`src/inc/pmc_pkg.sv`:
```
package pmc_pkg;
	// Clock rate and the second derived from it
	localparam int          PMC_SECOND_NS          = 1_000_000_000;
	localparam int          PMC_CLK_PERIOD_NS      = 100;
	localparam int          PMC_CYCLES_PER_SECOND  = PMC_SECOND_NS / PMC_CLK_PERIOD_NS;
	localparam int          PMC_DIV_W              = 24;

	// Time-of-day layout: quarter index and second within quarter
	localparam int          PMC_QTR_W              = 7;
	localparam int          PMC_QSEC_W             = 10;
	localparam int          PMC_DAY_W              = 17;
	localparam logic [9:0]  PMC_QSEC_MAX           = 10'h0383;
	localparam logic [6:0]  PMC_QTR_MAX            = 7'h5F;
	localparam logic [9:0]  PMC_PM_DELAY_SEC       = 10'h000A;
	localparam logic [9:0]  PMC_QSEC_BORROW        = 10'h037A;
	localparam logic [16:0] PMC_DAY_SECONDS        = 17'h1_5180;

	// Reset values: element time 00:00:00, so delayed time is 23:59:50
	localparam logic [6:0]  PMC_PM_RESET_QTR       = 7'h5F;
	localparam logic [9:0]  PMC_PM_RESET_QSEC      = 10'h037A;
	localparam logic [6:0]  PMC_DAY_START_DEFAULT  = 7'h00;

	// Severe-second thresholds
	localparam int          PMC_EBC_W              = 16;
	localparam logic [15:0] PMC_THR_RS1            = 16'h0960;
	localparam logic [15:0] PMC_THR_MS1            = 16'h7080;
	localparam logic [15:0] PMC_THR_VC4_64C        = 16'h0960;
	localparam logic [15:0] PMC_THR_TWO_MBIT_FAS   = 16'h001C;
	localparam logic [15:0] PMC_THR_TWO_MBIT_CRC   = 16'h0325;
	localparam logic [15:0] PMC_EBC_ONE            = 16'h0001;

	// Network layer the near-end primitives come from
	typedef enum logic [1:0] {
		PMC_LAYER_RS1,
		PMC_LAYER_MS1,
		PMC_LAYER_VC4_64C,
		PMC_LAYER_TWO_MBIT
	} pmc_layer_t;

	// Layer-specific near_severe_threshold
	function automatic logic [15:0] pmc_threshold(input pmc_layer_t layer, input logic [15:0] crc_thr);
		logic [15:0] thr;
		thr = PMC_THR_RS1;
		case (layer)
			PMC_LAYER_RS1:      thr = PMC_THR_RS1;
			PMC_LAYER_MS1:      thr = PMC_THR_MS1;
			PMC_LAYER_VC4_64C:  thr = PMC_THR_VC4_64C;
			PMC_LAYER_TWO_MBIT: thr = crc_thr;
			default:            thr = PMC_THR_RS1;
		endcase
		return thr;
	endfunction
endpackage

```
`src/logic/pmc_clock_events.sv`:
```
`timescale 1ns/1ps
module pmc_clock_events #(
	parameter int          CYCLES_PER_SECOND      = pmc_pkg::PMC_CYCLES_PER_SECOND,
	parameter logic [15:0] TWO_MBIT_CRC_THRESHOLD = pmc_pkg::PMC_THR_TWO_MBIT_CRC
) (
	// Clock and reset
	input  wire logic                                  ref_clk_in,
	input  wire logic                                  arst_n_in,
	// Element time-of-day preset
	input  wire logic                                  tod_preset_in,
	input  wire logic [pmc_pkg::PMC_QTR_W-1:0]         tod_preset_quarter_in,
	input  wire logic [pmc_pkg::PMC_QSEC_W-1:0]        tod_preset_qsec_in,
	// Day period start selection
	input  wire logic                                  day_start_load_in,
	input  wire logic [pmc_pkg::PMC_QTR_W-1:0]         day_period_start_select_in,
	// Near-end primitives
	input  wire pmc_pkg::pmc_layer_t                   layer_select_in,
	input  wire logic                                  near_defect_second_in,
	input  wire logic                                  near_ds_connected_in,
	input  wire logic [pmc_pkg::PMC_EBC_W-1:0]         near_errored_block_count_in,
	input  wire logic                                  near_ebc_connected_in,
	input  wire logic                                  multiframe_present_in,
	// Time base outputs
	output logic                                       one_second_tick_out,
	output logic [pmc_pkg::PMC_QTR_W-1:0]              delayed_pm_quarter_out,
	output logic [pmc_pkg::PMC_QSEC_W-1:0]             delayed_pm_qsec_out,
	output logic                                       quarter_hour_tick_out,
	output logic                                       day_tick_out,
	output logic [pmc_pkg::PMC_QTR_W-1:0]              day_start_quarter_out,
	output logic                                       time_preset_out,
	// Near-end events
	output logic                                       near_errored_second_out,
	output logic                                       near_severe_errored_second_out,
	output logic [pmc_pkg::PMC_EBC_W-1:0]              near_background_block_errors_out,
	output logic                                       near_event_valid_out
);
	import pmc_pkg::*;

	localparam logic [PMC_DIV_W-1:0] DIV_LAST = PMC_DIV_W'(CYCLES_PER_SECOND - 1);

	logic [PMC_DIV_W-1:0]  sec_div;
	logic                  sec_end;
	logic                  qtr_end;
	logic [6:0]            next_quarter;
	logic [6:0]            pm_quarter;
	logic [9:0]            pm_qsec;
	logic                  preset_ok;
	logic [6:0]            preset_quarter;
	logic [9:0]            preset_qsec;
	logic [6:0]            day_start;

	// A preset outside the day would corrupt both counters, so it is dropped
	assign preset_ok = tod_preset_in && (tod_preset_quarter_in <= PMC_QTR_MAX)
		&& (tod_preset_qsec_in <= PMC_QSEC_MAX);

	// Delayed time is the preset minus ten seconds, borrowing across quarters
	always_comb begin
		if (tod_preset_qsec_in >= PMC_PM_DELAY_SEC) begin
			preset_qsec    = tod_preset_qsec_in - PMC_PM_DELAY_SEC;
			preset_quarter = tod_preset_quarter_in;
		end else begin
			preset_qsec    = tod_preset_qsec_in + PMC_QSEC_BORROW;
			preset_quarter = (tod_preset_quarter_in == '0) ? PMC_QTR_MAX : tod_preset_quarter_in - 7'h01;
		end
	end

	// Divider from the reference clock down to one second
	always_ff @(posedge ref_clk_in or negedge arst_n_in) begin
		if (!arst_n_in) begin
			sec_div <= '0;
		end else if (preset_ok || sec_div == DIV_LAST) begin
			sec_div <= '0; // Preset restarts the second so it aligns with the new time
		end else begin
			sec_div <= sec_div + 1'b1;
		end
	end

	assign sec_end      = (sec_div == DIV_LAST) && !preset_ok;
	assign qtr_end      = sec_end && (pm_qsec == PMC_QSEC_MAX);
	assign next_quarter = (pm_quarter == PMC_QTR_MAX) ? '0 : pm_quarter + 7'h01;

	// Second strobe toward the atomic functions
	always_ff @(posedge ref_clk_in or negedge arst_n_in) begin
		if (!arst_n_in) begin
			one_second_tick_out <= 1'b0;
		end else begin
			one_second_tick_out <= sec_end;
		end
	end

	// Delayed monitoring time, kept as quarter plus second in quarter
	always_ff @(posedge ref_clk_in or negedge arst_n_in) begin
		if (!arst_n_in) begin
			pm_quarter <= PMC_PM_RESET_QTR;
			pm_qsec    <= PMC_PM_RESET_QSEC;
		end else if (preset_ok) begin
			pm_quarter <= preset_quarter;
			pm_qsec    <= preset_qsec;
		end else if (qtr_end) begin
			pm_quarter <= next_quarter;
			pm_qsec    <= '0;
		end else if (sec_end) begin
			pm_qsec <= pm_qsec + 10'h001;
		end
	end

	assign delayed_pm_quarter_out = pm_quarter;
	assign delayed_pm_qsec_out    = pm_qsec;

	// Day start choice is held until the manager changes it
	always_ff @(posedge ref_clk_in or negedge arst_n_in) begin
		if (!arst_n_in) begin
			day_start <= PMC_DAY_START_DEFAULT;
		end else if (day_start_load_in && day_period_start_select_in <= PMC_QTR_MAX) begin
			day_start <= day_period_start_select_in;
		end
	end

	assign day_start_quarter_out = day_start;

	// Period ticks share the cycle of the second tick that closes them
	always_ff @(posedge ref_clk_in or negedge arst_n_in) begin
		if (!arst_n_in) begin
			quarter_hour_tick_out <= 1'b0;
			day_tick_out          <= 1'b0;
		end else begin
			quarter_hour_tick_out <= qtr_end;
			day_tick_out          <= qtr_end && (next_quarter == day_start);
		end
	end

	// Status: time has been preset since reset
	always_ff @(posedge ref_clk_in or negedge arst_n_in) begin
		if (!arst_n_in) begin
			time_preset_out <= 1'b0;
		end else if (preset_ok) begin
			time_preset_out <= 1'b1;
		end
	end

	// Near-end events, evaluated on the same second strobe
	pmc_near_event #(
		.TWO_MBIT_CRC_THRESHOLD (TWO_MBIT_CRC_THRESHOLD)
	) u_near (
		.ref_clk_in                       (ref_clk_in),
		.arst_n_in                        (arst_n_in),
		.one_second_tick_in               (sec_end),
		.layer_select_in                  (layer_select_in),
		.near_defect_second_in            (near_defect_second_in),
		.near_ds_connected_in             (near_ds_connected_in),
		.near_errored_block_count_in      (near_errored_block_count_in),
		.near_ebc_connected_in            (near_ebc_connected_in),
		.multiframe_present_in            (multiframe_present_in),
		.near_errored_second_out          (near_errored_second_out),
		.near_severe_errored_second_out   (near_severe_errored_second_out),
		.near_background_block_errors_out (near_background_block_errors_out),
		.near_event_valid_out             (near_event_valid_out)
	);

	// Helper counters for period length checks
	logic [9:0]  chk_qsec_cnt;
	logic [16:0] chk_day_cnt;
	logic        chk_qtr_full;
	logic        chk_day_full;
	logic [16:0] chk_div_cnt;

	// Seconds seen since the last quarter end; valid only after a full period
	always_ff @(posedge ref_clk_in or negedge arst_n_in) begin
		if (!arst_n_in) begin
			chk_qsec_cnt <= '0;
			chk_qtr_full <= 1'b0;
		end else if (preset_ok) begin
			chk_qsec_cnt <= '0;
			chk_qtr_full <= 1'b0;
		end else if (qtr_end) begin
			chk_qsec_cnt <= '0;
			chk_qtr_full <= 1'b1;
		end else if (sec_end) begin
			chk_qsec_cnt <= chk_qsec_cnt + 10'h001;
		end
	end

	// Seconds seen since the last day end
	always_ff @(posedge ref_clk_in or negedge arst_n_in) begin
		if (!arst_n_in) begin
			chk_day_cnt  <= '0;
			chk_day_full <= 1'b0;
		end else if (preset_ok || day_start_load_in) begin
			chk_day_cnt  <= '0;
			chk_day_full <= 1'b0;
		end else if (qtr_end && next_quarter == day_start) begin
			chk_day_cnt  <= '0;
			chk_day_full <= 1'b1;
		end else if (sec_end) begin
			chk_day_cnt <= chk_day_cnt + 17'h0_0001;
		end
	end

	// Cycles since the last second tick, saturating
	always_ff @(posedge ref_clk_in or negedge arst_n_in) begin
		if (!arst_n_in) begin
			chk_div_cnt <= '0;
		end else if (sec_end || preset_ok) begin
			chk_div_cnt <= '0;
		end else if (chk_div_cnt != '1) begin
			chk_div_cnt <= chk_div_cnt + 17'h0_0001;
		end
	end

	AST_SECOND_SPACING: assert property (@(posedge ref_clk_in) disable iff (!arst_n_in)
		sec_end && chk_div_cnt != '1 && !$past(preset_ok) |-> chk_div_cnt == 17'(CYCLES_PER_SECOND - 1))
		else $error("Second tick spacing differs from the divider length");

	AST_QUARTER_LENGTH: assert property (@(posedge ref_clk_in) disable iff (!arst_n_in)
		qtr_end && chk_qtr_full |-> chk_qsec_cnt == PMC_QSEC_MAX)
		else $error("Quarter period is not 900 seconds");

	AST_DAY_LENGTH: assert property (@(posedge ref_clk_in) disable iff (!arst_n_in)
		qtr_end && next_quarter == day_start && chk_day_full |-> chk_day_cnt == PMC_DAY_SECONDS - 17'h0_0001)
		else $error("Day period is not 86400 seconds");

	AST_QTR_WITH_SECOND: assert property (@(posedge ref_clk_in) disable iff (!arst_n_in)
		quarter_hour_tick_out |-> one_second_tick_out ##1 !quarter_hour_tick_out)
		else $error("Quarter tick not a single cycle with the second tick");

	AST_DAY_ON_QUARTER: assert property (@(posedge ref_clk_in) disable iff (!arst_n_in)
		day_tick_out |-> quarter_hour_tick_out && pm_qsec == '0 && pm_quarter == day_start)
		else $error("Day tick away from the selected quarter boundary");

	AST_QUARTER_ABUTS: assert property (@(posedge ref_clk_in) disable iff (!arst_n_in)
		quarter_hour_tick_out |-> pm_qsec == '0 && pm_quarter == $past(next_quarter))
		else $error("New quarter does not start where the old one ended");

	AST_PRESET_DELAY: assert property (@(posedge ref_clk_in) disable iff (!arst_n_in)
		preset_ok && tod_preset_qsec_in >= PMC_PM_DELAY_SEC
		|=> pm_qsec == $past(tod_preset_qsec_in) - PMC_PM_DELAY_SEC && pm_quarter == $past(tod_preset_quarter_in))
		else $error("Delayed time does not lag the preset by ten seconds");

	AST_DAY_DEFAULT: assert property (@(posedge ref_clk_in) disable iff (!arst_n_in)
		!time_preset_out && !$past(day_start_load_in, 1) && qtr_end && pm_quarter == PMC_QTR_MAX
		&& day_start == PMC_DAY_START_DEFAULT |=> day_tick_out)
		else $error("Day tick missing at default midnight");

	AST_EVENT_ON_SECOND: assert property (@(posedge ref_clk_in) disable iff (!arst_n_in)
		near_event_valid_out |-> one_second_tick_out)
		else $error("Near-end results refreshed off the second tick");

	// Further time-base checks; the single-cycle ones rely on CYCLES_PER_SECOND of two or more
	AST_DIV_IN_RANGE: assert property (@(posedge ref_clk_in) disable iff (!arst_n_in)
		sec_div <= DIV_LAST)
		else $error("Second divider ran past its last value");

	AST_SECOND_SINGLE: assert property (@(posedge ref_clk_in) disable iff (!arst_n_in)
		one_second_tick_out |=> !one_second_tick_out)
		else $error("Second tick lasted more than one cycle");

	AST_PRESET_RESTARTS: assert property (@(posedge ref_clk_in) disable iff (!arst_n_in)
		preset_ok |=> time_preset_out && !one_second_tick_out)
		else $error("Accepted preset did not restart the second");

	AST_SECOND_ADVANCES: assert property (@(posedge ref_clk_in) disable iff (!arst_n_in)
		one_second_tick_out && !quarter_hour_tick_out |-> pm_qsec == $past(pm_qsec) + 10'h001)
		else $error("Delayed time did not advance by one second");

	AST_PRESET_BORROW: assert property (@(posedge ref_clk_in) disable iff (!arst_n_in)
		preset_ok && tod_preset_qsec_in < PMC_PM_DELAY_SEC |=> pm_qsec == $past(tod_preset_qsec_in) + PMC_QSEC_BORROW
		&& (pm_quarter == PMC_QTR_MAX ? $past(tod_preset_quarter_in) == '0
		: pm_quarter + 7'h01 == $past(tod_preset_quarter_in)))
		else $error("Borrowed preset does not lag by ten seconds");

	AST_PRESET_REFUSED: assert property (@(posedge ref_clk_in) disable iff (!arst_n_in)
		tod_preset_in && !preset_ok && !sec_end
		|=> $stable(pm_qsec) && $stable(pm_quarter) && $stable(time_preset_out))
		else $error("Out-of-range preset disturbed the delayed time");

	AST_TIME_IN_RANGE: assert property (@(posedge ref_clk_in) disable iff (!arst_n_in)
		pm_qsec <= PMC_QSEC_MAX && pm_quarter <= PMC_QTR_MAX && day_start <= PMC_QTR_MAX)
		else $error("Delayed time or day start outside the day");

	AST_QTR_AFTER_WRAP: assert property (@(posedge ref_clk_in) disable iff (!arst_n_in)
		quarter_hour_tick_out |-> $past(pm_qsec) == PMC_QSEC_MAX)
		else $error("Quarter tick without the last second of the quarter");

	AST_DAY_ONLY_AT_START: assert property (@(posedge ref_clk_in) disable iff (!arst_n_in)
		quarter_hour_tick_out && pm_quarter != day_start && !$past(day_start_load_in) |-> !day_tick_out)
		else $error("Day tick at a quarter other than the selected start");

	AST_DAY_START_REFUSED: assert property (@(posedge ref_clk_in) disable iff (!arst_n_in)
		day_start_load_in && day_period_start_select_in > PMC_QTR_MAX |=> $stable(day_start))
		else $error("Out-of-range day start was taken");

	AST_VALID_SINGLE: assert property (@(posedge ref_clk_in) disable iff (!arst_n_in)
		near_event_valid_out |=> !near_event_valid_out)
		else $error("Near-end valid lasted more than one cycle");

	COV_QUARTER_TICK: cover property (@(posedge ref_clk_in) disable iff (!arst_n_in)
		quarter_hour_tick_out);
	COV_DAY_TICK_NONZERO: cover property (@(posedge ref_clk_in) disable iff (!arst_n_in)
		day_tick_out && day_start != '0);
	COV_PRESET_BORROW: cover property (@(posedge ref_clk_in) disable iff (!arst_n_in)
		preset_ok && tod_preset_qsec_in < PMC_PM_DELAY_SEC);
	COV_SEVERE: cover property (@(posedge ref_clk_in) disable iff (!arst_n_in)
		near_event_valid_out && near_severe_errored_second_out);
	COV_PRESET_REFUSED: cover property (@(posedge ref_clk_in) disable iff (!arst_n_in)
		tod_preset_in && !preset_ok);
endmodule

```
`src/logic/pmc_near_event.sv`:
```
`timescale 1ns/1ps
module pmc_near_event #(
	parameter logic [15:0] TWO_MBIT_CRC_THRESHOLD = pmc_pkg::PMC_THR_TWO_MBIT_CRC
) (
	// Clock and reset
	input  wire logic                                  ref_clk_in,
	input  wire logic                                  arst_n_in,
	// Second strobe and layer
	input  wire logic                                  one_second_tick_in,
	input  wire pmc_pkg::pmc_layer_t                   layer_select_in,
	// Primitives of the closing second
	input  wire logic                                  near_defect_second_in,
	input  wire logic                                  near_ds_connected_in,
	input  wire logic [pmc_pkg::PMC_EBC_W-1:0]         near_errored_block_count_in,
	input  wire logic                                  near_ebc_connected_in,
	input  wire logic                                  multiframe_present_in,
	// Per-second events
	output logic                                       near_errored_second_out,
	output logic                                       near_severe_errored_second_out,
	output logic [pmc_pkg::PMC_EBC_W-1:0]              near_background_block_errors_out,
	output logic                                       near_event_valid_out
);
	import pmc_pkg::*;

	logic              ds;
	logic [15:0]       ebc;
	logic [15:0]       thr;
	logic              two_mbit;
	logic              next_es;
	logic              next_ses;

	// Missing inputs are neutral, so an unwired layer reports clean seconds
	assign ds       = near_defect_second_in & near_ds_connected_in;
	assign ebc      = near_ebc_connected_in ? near_errored_block_count_in : '0;
	assign thr      = pmc_threshold(layer_select_in, TWO_MBIT_CRC_THRESHOLD);
	assign two_mbit = (layer_select_in == PMC_LAYER_TWO_MBIT);

	// Event decisions from this second's primitives
	always_comb begin
		next_es = ds | (ebc >= PMC_EBC_ONE);
		if (two_mbit) begin
			next_ses = ds | ((ebc >= thr) & multiframe_present_in)
				| ((ebc >= PMC_THR_TWO_MBIT_FAS) & ~multiframe_present_in);
		end else begin
			next_ses = ds | (ebc >= thr);
		end
	end

	// Results are held for the whole second that follows the tick
	always_ff @(posedge ref_clk_in or negedge arst_n_in) begin
		if (!arst_n_in) begin
			near_errored_second_out          <= 1'b0;
			near_severe_errored_second_out   <= 1'b0;
			near_background_block_errors_out <= '0;
		end else if (one_second_tick_in) begin
			near_errored_second_out        <= next_es;
			near_severe_errored_second_out <= next_ses;
			if (!next_ses && (!two_mbit || multiframe_present_in)) begin
				near_background_block_errors_out <= ebc;
			end else begin
				near_background_block_errors_out <= '0;
			end
		end
	end

	// Marks the cycle in which fresh results appear
	always_ff @(posedge ref_clk_in or negedge arst_n_in) begin
		if (!arst_n_in) begin
			near_event_valid_out <= 1'b0;
		end else begin
			near_event_valid_out <= one_second_tick_in;
		end
	end

	AST_NES_FROM_PRIMITIVES: assert property (@(posedge ref_clk_in) disable iff (!arst_n_in)
		one_second_tick_in |=> near_errored_second_out == $past(ds | (ebc != '0)))
		else $error("Errored second does not follow the primitives");

	AST_SES_TWO_MBIT_FAS: assert property (@(posedge ref_clk_in) disable iff (!arst_n_in)
		one_second_tick_in && two_mbit && !multiframe_present_in && ebc >= PMC_THR_TWO_MBIT_FAS
		|=> near_severe_errored_second_out)
		else $error("Two-mbit count of 28 without multiframe was not severe");

	AST_BBE_ZERO_IN_SES: assert property (@(posedge ref_clk_in) disable iff (!arst_n_in)
		near_severe_errored_second_out |-> near_background_block_errors_out == '0)
		else $error("Background errors reported in a severe second");

	AST_HOLD_BETWEEN_TICKS: assert property (@(posedge ref_clk_in) disable iff (!arst_n_in)
		!one_second_tick_in |=> $stable(near_errored_second_out) && $stable(near_background_block_errors_out))
		else $error("Near-end results changed without a second tick");
endmodule

```
`config.mk`:
```
export PLATFORM = sky130hd
export DESIGN_NAME = pmc_clock_events
export DESIGN_NICKNAME = d
export VERILOG_FILES = /design/src/inc/pmc_pkg.sv /design/src/logic/pmc_clock_events.sv /design/src/logic/pmc_near_event.sv
export SDC_FILE = /design/constraint.sdc
export NUM_CORES = 1
export LEC_CHECK = 0
export BUFFER_PORTS_ARGS = -buffer_cell sky130_fd_sc_hd__buf_2
export CORE_ASPECT_RATIO = 0.8
export CORE_MARGIN = 8
export CORE_UTILIZATION = 55
export DETAILED_ROUTE_END_ITERATION = 10
export GPL_ROUTABILITY_DRIVEN = 0
export HOLD_SLACK_MARGIN = 0.06
export PLACE_DENSITY = 0.81
export SYNTH_ARGS = -nofsm -noshare
export SYNTH_HDL_FRONTEND = slang
export SYNTH_SLANG_ARGS = --single-unit
export TNS_END_PERCENT = 50
```
`constraint.sdc`:
```
create_clock -name ref_clk_in -period 5 [get_ports ref_clk_in]
set_input_delay 0.5 -clock ref_clk_in [delete_from_list [all_inputs] [get_ports ref_clk_in]]
set_output_delay 0.5 -clock ref_clk_in [all_outputs]
set_load 0.005 [all_outputs]
```
# Yosys cells after proc, flatten, opt, wreduce, memory -nomap -nowiden
# Index checks and enable logic that the tools add are counted.
# Widths: inputs -> output; s select.
[totals]
reg_bits = 70
latch_bits = 0
mem_bits_rw = 0
mem_bits_ro = 0
input_bits = 50
out_inout_bits = 47
word_cells = 70
n_memories = 0
[classes]
add_sub_neg = 6
multipliers = 0
div_mod_pow = 0
n_lt_le_gt_ge = 7
eq_ne = 7
n_shift = 0
n_mux = 14
bitwise = 8
reduce_logical = 17
[ops]
columns = ["op", "n"]
rows = [
  ["$pmux 16 s3", 1],
  ["$mux 10", 4],
  ["$mux 7", 5],
  ["$mux 16", 2],
  ["$add 24x1->24 const B", 1],
  ["$eq 24x24->1 const B", 1],
  ["$mux 24", 1],
  ["$ge 16x1->1 const B", 1],
  ["$ge 16x16->1", 1],
  ["$ge 16x5->1 const B", 1],
  ["$le 7x7->1 const B", 2],
  ["$add 10x1->10 const B", 1],
  ["$add 10x10->10 const B", 1],
  ["$eq 10x10->1 const B", 1],
  ["$ge 10x4->1 const B", 1],
  ["$le 10x10->1 const B", 1],
  ["$sub 10x4->10 const B", 1],
  ["$add 7x1->7 const B", 1],
  ["$eq 7x7->1", 1],
  ["$eq 7x7->1 const B", 1],
  ["$logic_and 1x1->1", 7],
  ["$logic_not 7->1", 1],
  ["$sub 7x1->7 const B", 1],
  ["$eq 2x2->1 const B", 2],
  ["11 further kinds", 19],
]

# Longest topological paths before layout
[logic_depth]
depth_word = 11
ltp_mapped = 11

# Modules after synthesis
# From an unflattened synthesis, not the netlist that was laid out.
[unflattened]
hier_cells = 515
hier_area_um2 = 4724.5
[by_module_without_submodules]
columns = ["module", "instances", "cells_each", "area_per_inst_um2"]
rows = [
  ["pmc_clock_events", 1, 382, 3389.5],
  ["pmc_near_event", 1, 133, 1335.0],
]

# Worst setup path after synthesis
# No wires, ideal clock.
[synth_timing]
path_type = "input to register"
start = "in near_ebc_connected_in"
end = "reg u_near.near_background_block_errors_out[0] in the netlist's numbering"
arrival_time_ns = 2.600
slack_ns = 2.335
path_stages = 11
n_path_buf = 3
path_cell_list = "clkbuf_1 > clkbuf_1 > and2_1 > ha_1 > a221o_1 > a21oi_1 > nand2_1 > o21ai_0 > and4_4 > buf_6 > a22o_1"
[synth_between]
elab_chain_cells = 9
elab_cells_between_ends = 12
cone_classes = "order compare: 2; mux: 3; bitwise: 5; reduce/logical: 2"
[synth_lines]
columns = ["element", "line_no", "rtl"]
rows = [
  ["start, declared", "pmc_clock_events.sv:21", "input wire logic near_ebc_connected_in,"],
  ["$mux 16 *", "pmc_near_event.sv:34", "assign ebc = near_ebc_connected_in ? near_errored_block_count_in : '0;"],
  ["$ge 16x16->1", "pmc_near_event.sv:42, pmc_near_event.sv:45", ""],
  ["$and 1x1->1", "pmc_near_event.sv:42", "next_ses = ds | ((ebc >= thr) & multiframe_present_in)"],
  ["$or 1x1->1", "pmc_near_event.sv:42", ""],
  ["$or 1x1->1", "pmc_near_event.sv:43", "| ((ebc >= PMC_THR_TWO_MBIT_FAS) & ~multiframe_present_in);"],
  ["$mux 1", "pmc_near_event.sv:41", "if (two_mbit) begin"],
  ["$logic_not 1->1", "pmc_near_event.sv:58", "if (!next_ses && (!two_mbit || multiframe_present_in)) begin"],
  ["$logic_and 1x1->1", "pmc_near_event.sv:58", ""],
  ["$mux 16 *", "pmc_near_event.sv:58", ""],
  ["end signal, assigned", "pmc_near_event.sv:54", "near_background_block_errors_out <= '0;"],
  ["end signal, assigned", "pmc_near_event.sv:59", "near_background_block_errors_out <= ebc;"],
  ["end signal, assigned", "pmc_near_event.sv:61", "near_background_block_errors_out <= '0;"],
  ["end, declared", "pmc_near_event.sv:20", "output logic [pmc_pkg::PMC_EBC_W-1:0] near_background_block_errors_out,"],
]
# Mark *: on every way between the ends. The rest lies on a longest branch, timed or not.
# A chain may end at the register's enable or synchronous reset.

# Final worst setup path
[layout_timing]
start = "reg sec_div[0]"
end = "reg u_near.near_background_block_errors_out[5] in the netlist's numbering"
[layout_between]
elab_chain_cells = 2
[layout_lines]
columns = ["element", "line_no", "rtl"]
rows = [
  ["start, declared", "pmc_clock_events.sv:41", "logic [PMC_DIV_W-1:0] sec_div;"],
  ["start signal, assigned", "pmc_clock_events.sv:74", "sec_div <= sec_div + 1'b1;"],
  ["$eq 24x24->1", "pmc_clock_events.sv:78", "assign sec_end = (sec_div == DIV_LAST) && !preset_ok;"],
  ["$logic_and 1x1->1", "pmc_clock_events.sv:78", ""],
]
# No other way between the ends.

==> flow_summary.yaml <==
cts:
  insertion_delay_ns: 0.34
  cts_root_buf: "clkbuf_8"
  cts_tree: "built"
  postCtsSetupRepairBufs: 0
  clock_path_buffers: 2
  clk_pin_slew_worst_paths_ns: 0.07
  hold_buffers: 0
  clkSinkCount: 70
  cts_resized: 0
  cts_buffers: 9
  h-tree-depth: 3
finish:
  fin_util_pct: 67.77
  drive_gt1_share_pct: 26.16
  stdcell_area_sq_um: 5057
  syn2layout_area_growth_pct: 18.26
  final_cells: 663
  diodes: 0
  fillers: 586
  nets: 622
logic_synthesis:
  synth.net_count: 530
  yosys_warnings: 0
  synth_edf_count: 0
  synth_top_family_by_area: "simple AND/OR/NAND/NOR gates"
  syn-mean-instance-area_sq_um: 9.277
  synthXorXnorAreaFrac_pct: 8.397
  synth_seq_cells: 70
  synth_cell_types: 59
  ys_seq_area_share_pct: 41.34
  synthCells: 461
  yosys.area_share.simple_pct: 24.81
  synth_ff_type: "dfrtp_1"
  synth_top_cell_by_area: "dfrtp_1"
  yosysMostFrequentCell: "dfrtp_1"
  synth_mux_area_share_pct: 2.545
  synthAdderAreaFrac_pct: 5.559
  async_reset_ff_share_pct: 100.0
  synthesis.area_sq_um: 4277
  synth_top_area_share_pct: 33.35
  synth_compound_area_share_pct: 14.51
  yosys-top-cells-area: "dfrtp_1 (33%), dfstp_2 (8.0%), ha_1 (5.6%), xor2_1 (4.9%), nor2_1 (4.1%)"
  synthTopCellsByCount: "dfrtp_1 (57), nor2_1 (47), nand2_1 (43)"
floorplan:
  initial_core_util_pct: 57.31
  coreArea_sq_um: 7462
  ios: 97
  die_h_um: 94.87
  die_w_um: 114.6
  rows: 28
  die_area_sq_um: 10870
timing:
  clock_skew_ns: 0.01139
  maxSlewHeadroom_pct: 34.01
  fin_tns_setup_ns: 0
  setup_violations: 0
  rsz0062_at_grt: "no"
  worst_pin_slew_ns: 0.9869
  min_period_ns: 2.612
  drv_slew: 0
  period_share_pct: 52.23
  final_hold_viol_count: 0
  fmax_mhz: 382.9
grt:
  grt_pass1_vias: 3713
  grt.total_usage_pct: 19.57
  grt_overflow: 0
  grt_max_degree: 71
  grt_pass1_wl_um: 17280
  antenna_found_initial: 0
route:
  num_vias: 3869
  totalWireLength_um: 10610
  wire_per_inst_um: 16.01
  final_antenna_net_count: 0
  drt_iter0_drc: 245
  viasPerCell: 5.836
  drc: 0
  first_pass_iters: 5
power_and_ir_drop:
  vdd_drop_max_mv: 0.1581
  p_leak_nw: 2.378
  cellPowerDensity_nw_per_um2: 288.9
  p_total_mw: 1.461
run:
  cap_violations: 0
outcome:
  status: "completed"
critical_path:
  crit_path_max_incr_delay_ns: 0.50
  cp_data_required_time_ns: 5.28
  worst-path-max-fanout: 22
  slowest_stage: "o211ai_2"
  crit_path_start_kind: "flip-flop"
  critical_path_class: "reg -> reg"
  cp-end-kind: "flip-flop"
  worstPathArrival_ns: 2.89
  critical_path.cell_chain: "ha_1, nand4_4, nor4_4, o211ai_2, nor2b_2, and4_4, a22o_1"
placed_design:
  place_area_sq_um: 4823
  dp.cells: 647
  dp_hpwl_um: 7910
  io_buffers: 96
min_path:
  holdCritPathClass: "in -> async"
-- worst max-delay path: cells and delay by family (launching register included) --
kind | cells | cell delay, ns
fa+ha+maj | 1 | 0.26
flops | 1 | 0.40
simple gates | 4 | 1.23
compound gates | 2 | 0.66
-- per-layer routing --
| layer | vias to the layer above | global-route usage (%) | part of all wire [%] |
|---|---|---|---|
| met5 | - | 0 | 0 |
| met1 | 1857 | 25.21 | 46 |
| met2 | 156 | 32.14 | 46 |
| li1 | 1848 | - | - |
| met3 | 8 | 6.441 | 7.4 |
| met4 | 0 | 2.652 | 0.43 |
-- state kept, by name, summed over array words and instances (netlist names) --
register,cells
sec_div,24
u_near.near_background_block_errors_out,16
delayed_pm_qsec_out,10
day_start_quarter_out,7
delayed_pm_quarter_out,7
day_tick_out,1
quarter_hour_tick_out,1
time_preset_out,1
u_near.near_errored_second_out,1
u_near.near_event_valid_out,1
u_near.near_severe_errored_second_out,1
-- final timing paths --
check                      slack, ns  cells after the start                  start                                          to
max                             2.39                      7             sec_div[0]  u_near.near_background_block_errors_out[5]
min                             0.34                      2              arst_n_in                    day_start_quarter_out[5]
max reg2reg                     2.39                      7             sec_div[0]  u_near.near_background_block_errors_out[5]
min reg2reg                     0.47                      1        time_preset_out                             time_preset_out
max in group asynchronous       4.09                      2              arst_n_in                                 sec_div[16]
min in group ref_clk_in         0.36                      3  tod_preset_qsec_in[0]                      delayed_pm_qsec_out[0]
-- metrics by stage --
| step | hold slack (ns) | setup slack, ns |
|---|---|---|
| floorplan | 0.2044 | 2.335 |
| global placement | 0.4510 | 2.398 |
| detailed placement | 0.4509 | 2.268 |
| CTS | 0.3505 | 2.397 |
| global route | 0.3662 | 2.209 |
| finish | 0.3389 | 2.388 |
-- kinds of logic (layout without fill, tap and decap cells) --
family / Yosys count / count (layout)
DFF: 70 / 70
adders and majority gates: 19 / 19
muxes: 10 / 10
and+or+nand+nor: 199 / 199
buffers and inverters: 28 / 125
xor gates and xnor gates: 41 / 41
AOI/OAI and AO/OA: 94 / 94
-- power breakdown --
part / internal, mW / leakage, nW / switching, mW
combinational: 0.118 / 1.36 / 0.140
sequential: 0.617 / 0.900 / 0.0580
clock: 0.321 / 0.120 / 0.207
-- layout make-up --
class	count	area (sq um)	area share (%)
well taps	105	131.4	2.598
flip-flops and latches	70	1768	34.96
clock inverters	3	65.06	1.286
multi-input cells	363	2387	47.20
inverters	11	41.29	0.8164
repair buffers	98	495.5	9.797
clock buffers	13	168.9	3.340
-- layout by cell type, fill, tap and decap left out, types with 8 or more instances in the layout --
cell      instances
dfrtp_1          57
nor2_1           47
and2_1           12
inv_1            11
dfstp_2          13
a21oi_1          22
nor3_1           11
buf_2            96
a22o_1           14
and3_1            8
o21ai_0          20
clkbuf_8         12
xor2_1           24
nand3_1          26
xnor2_1          17
ha_1             19
nand4_1           9
nand2_1          43
Note: power is estimated with default switching activity, not from simulation.
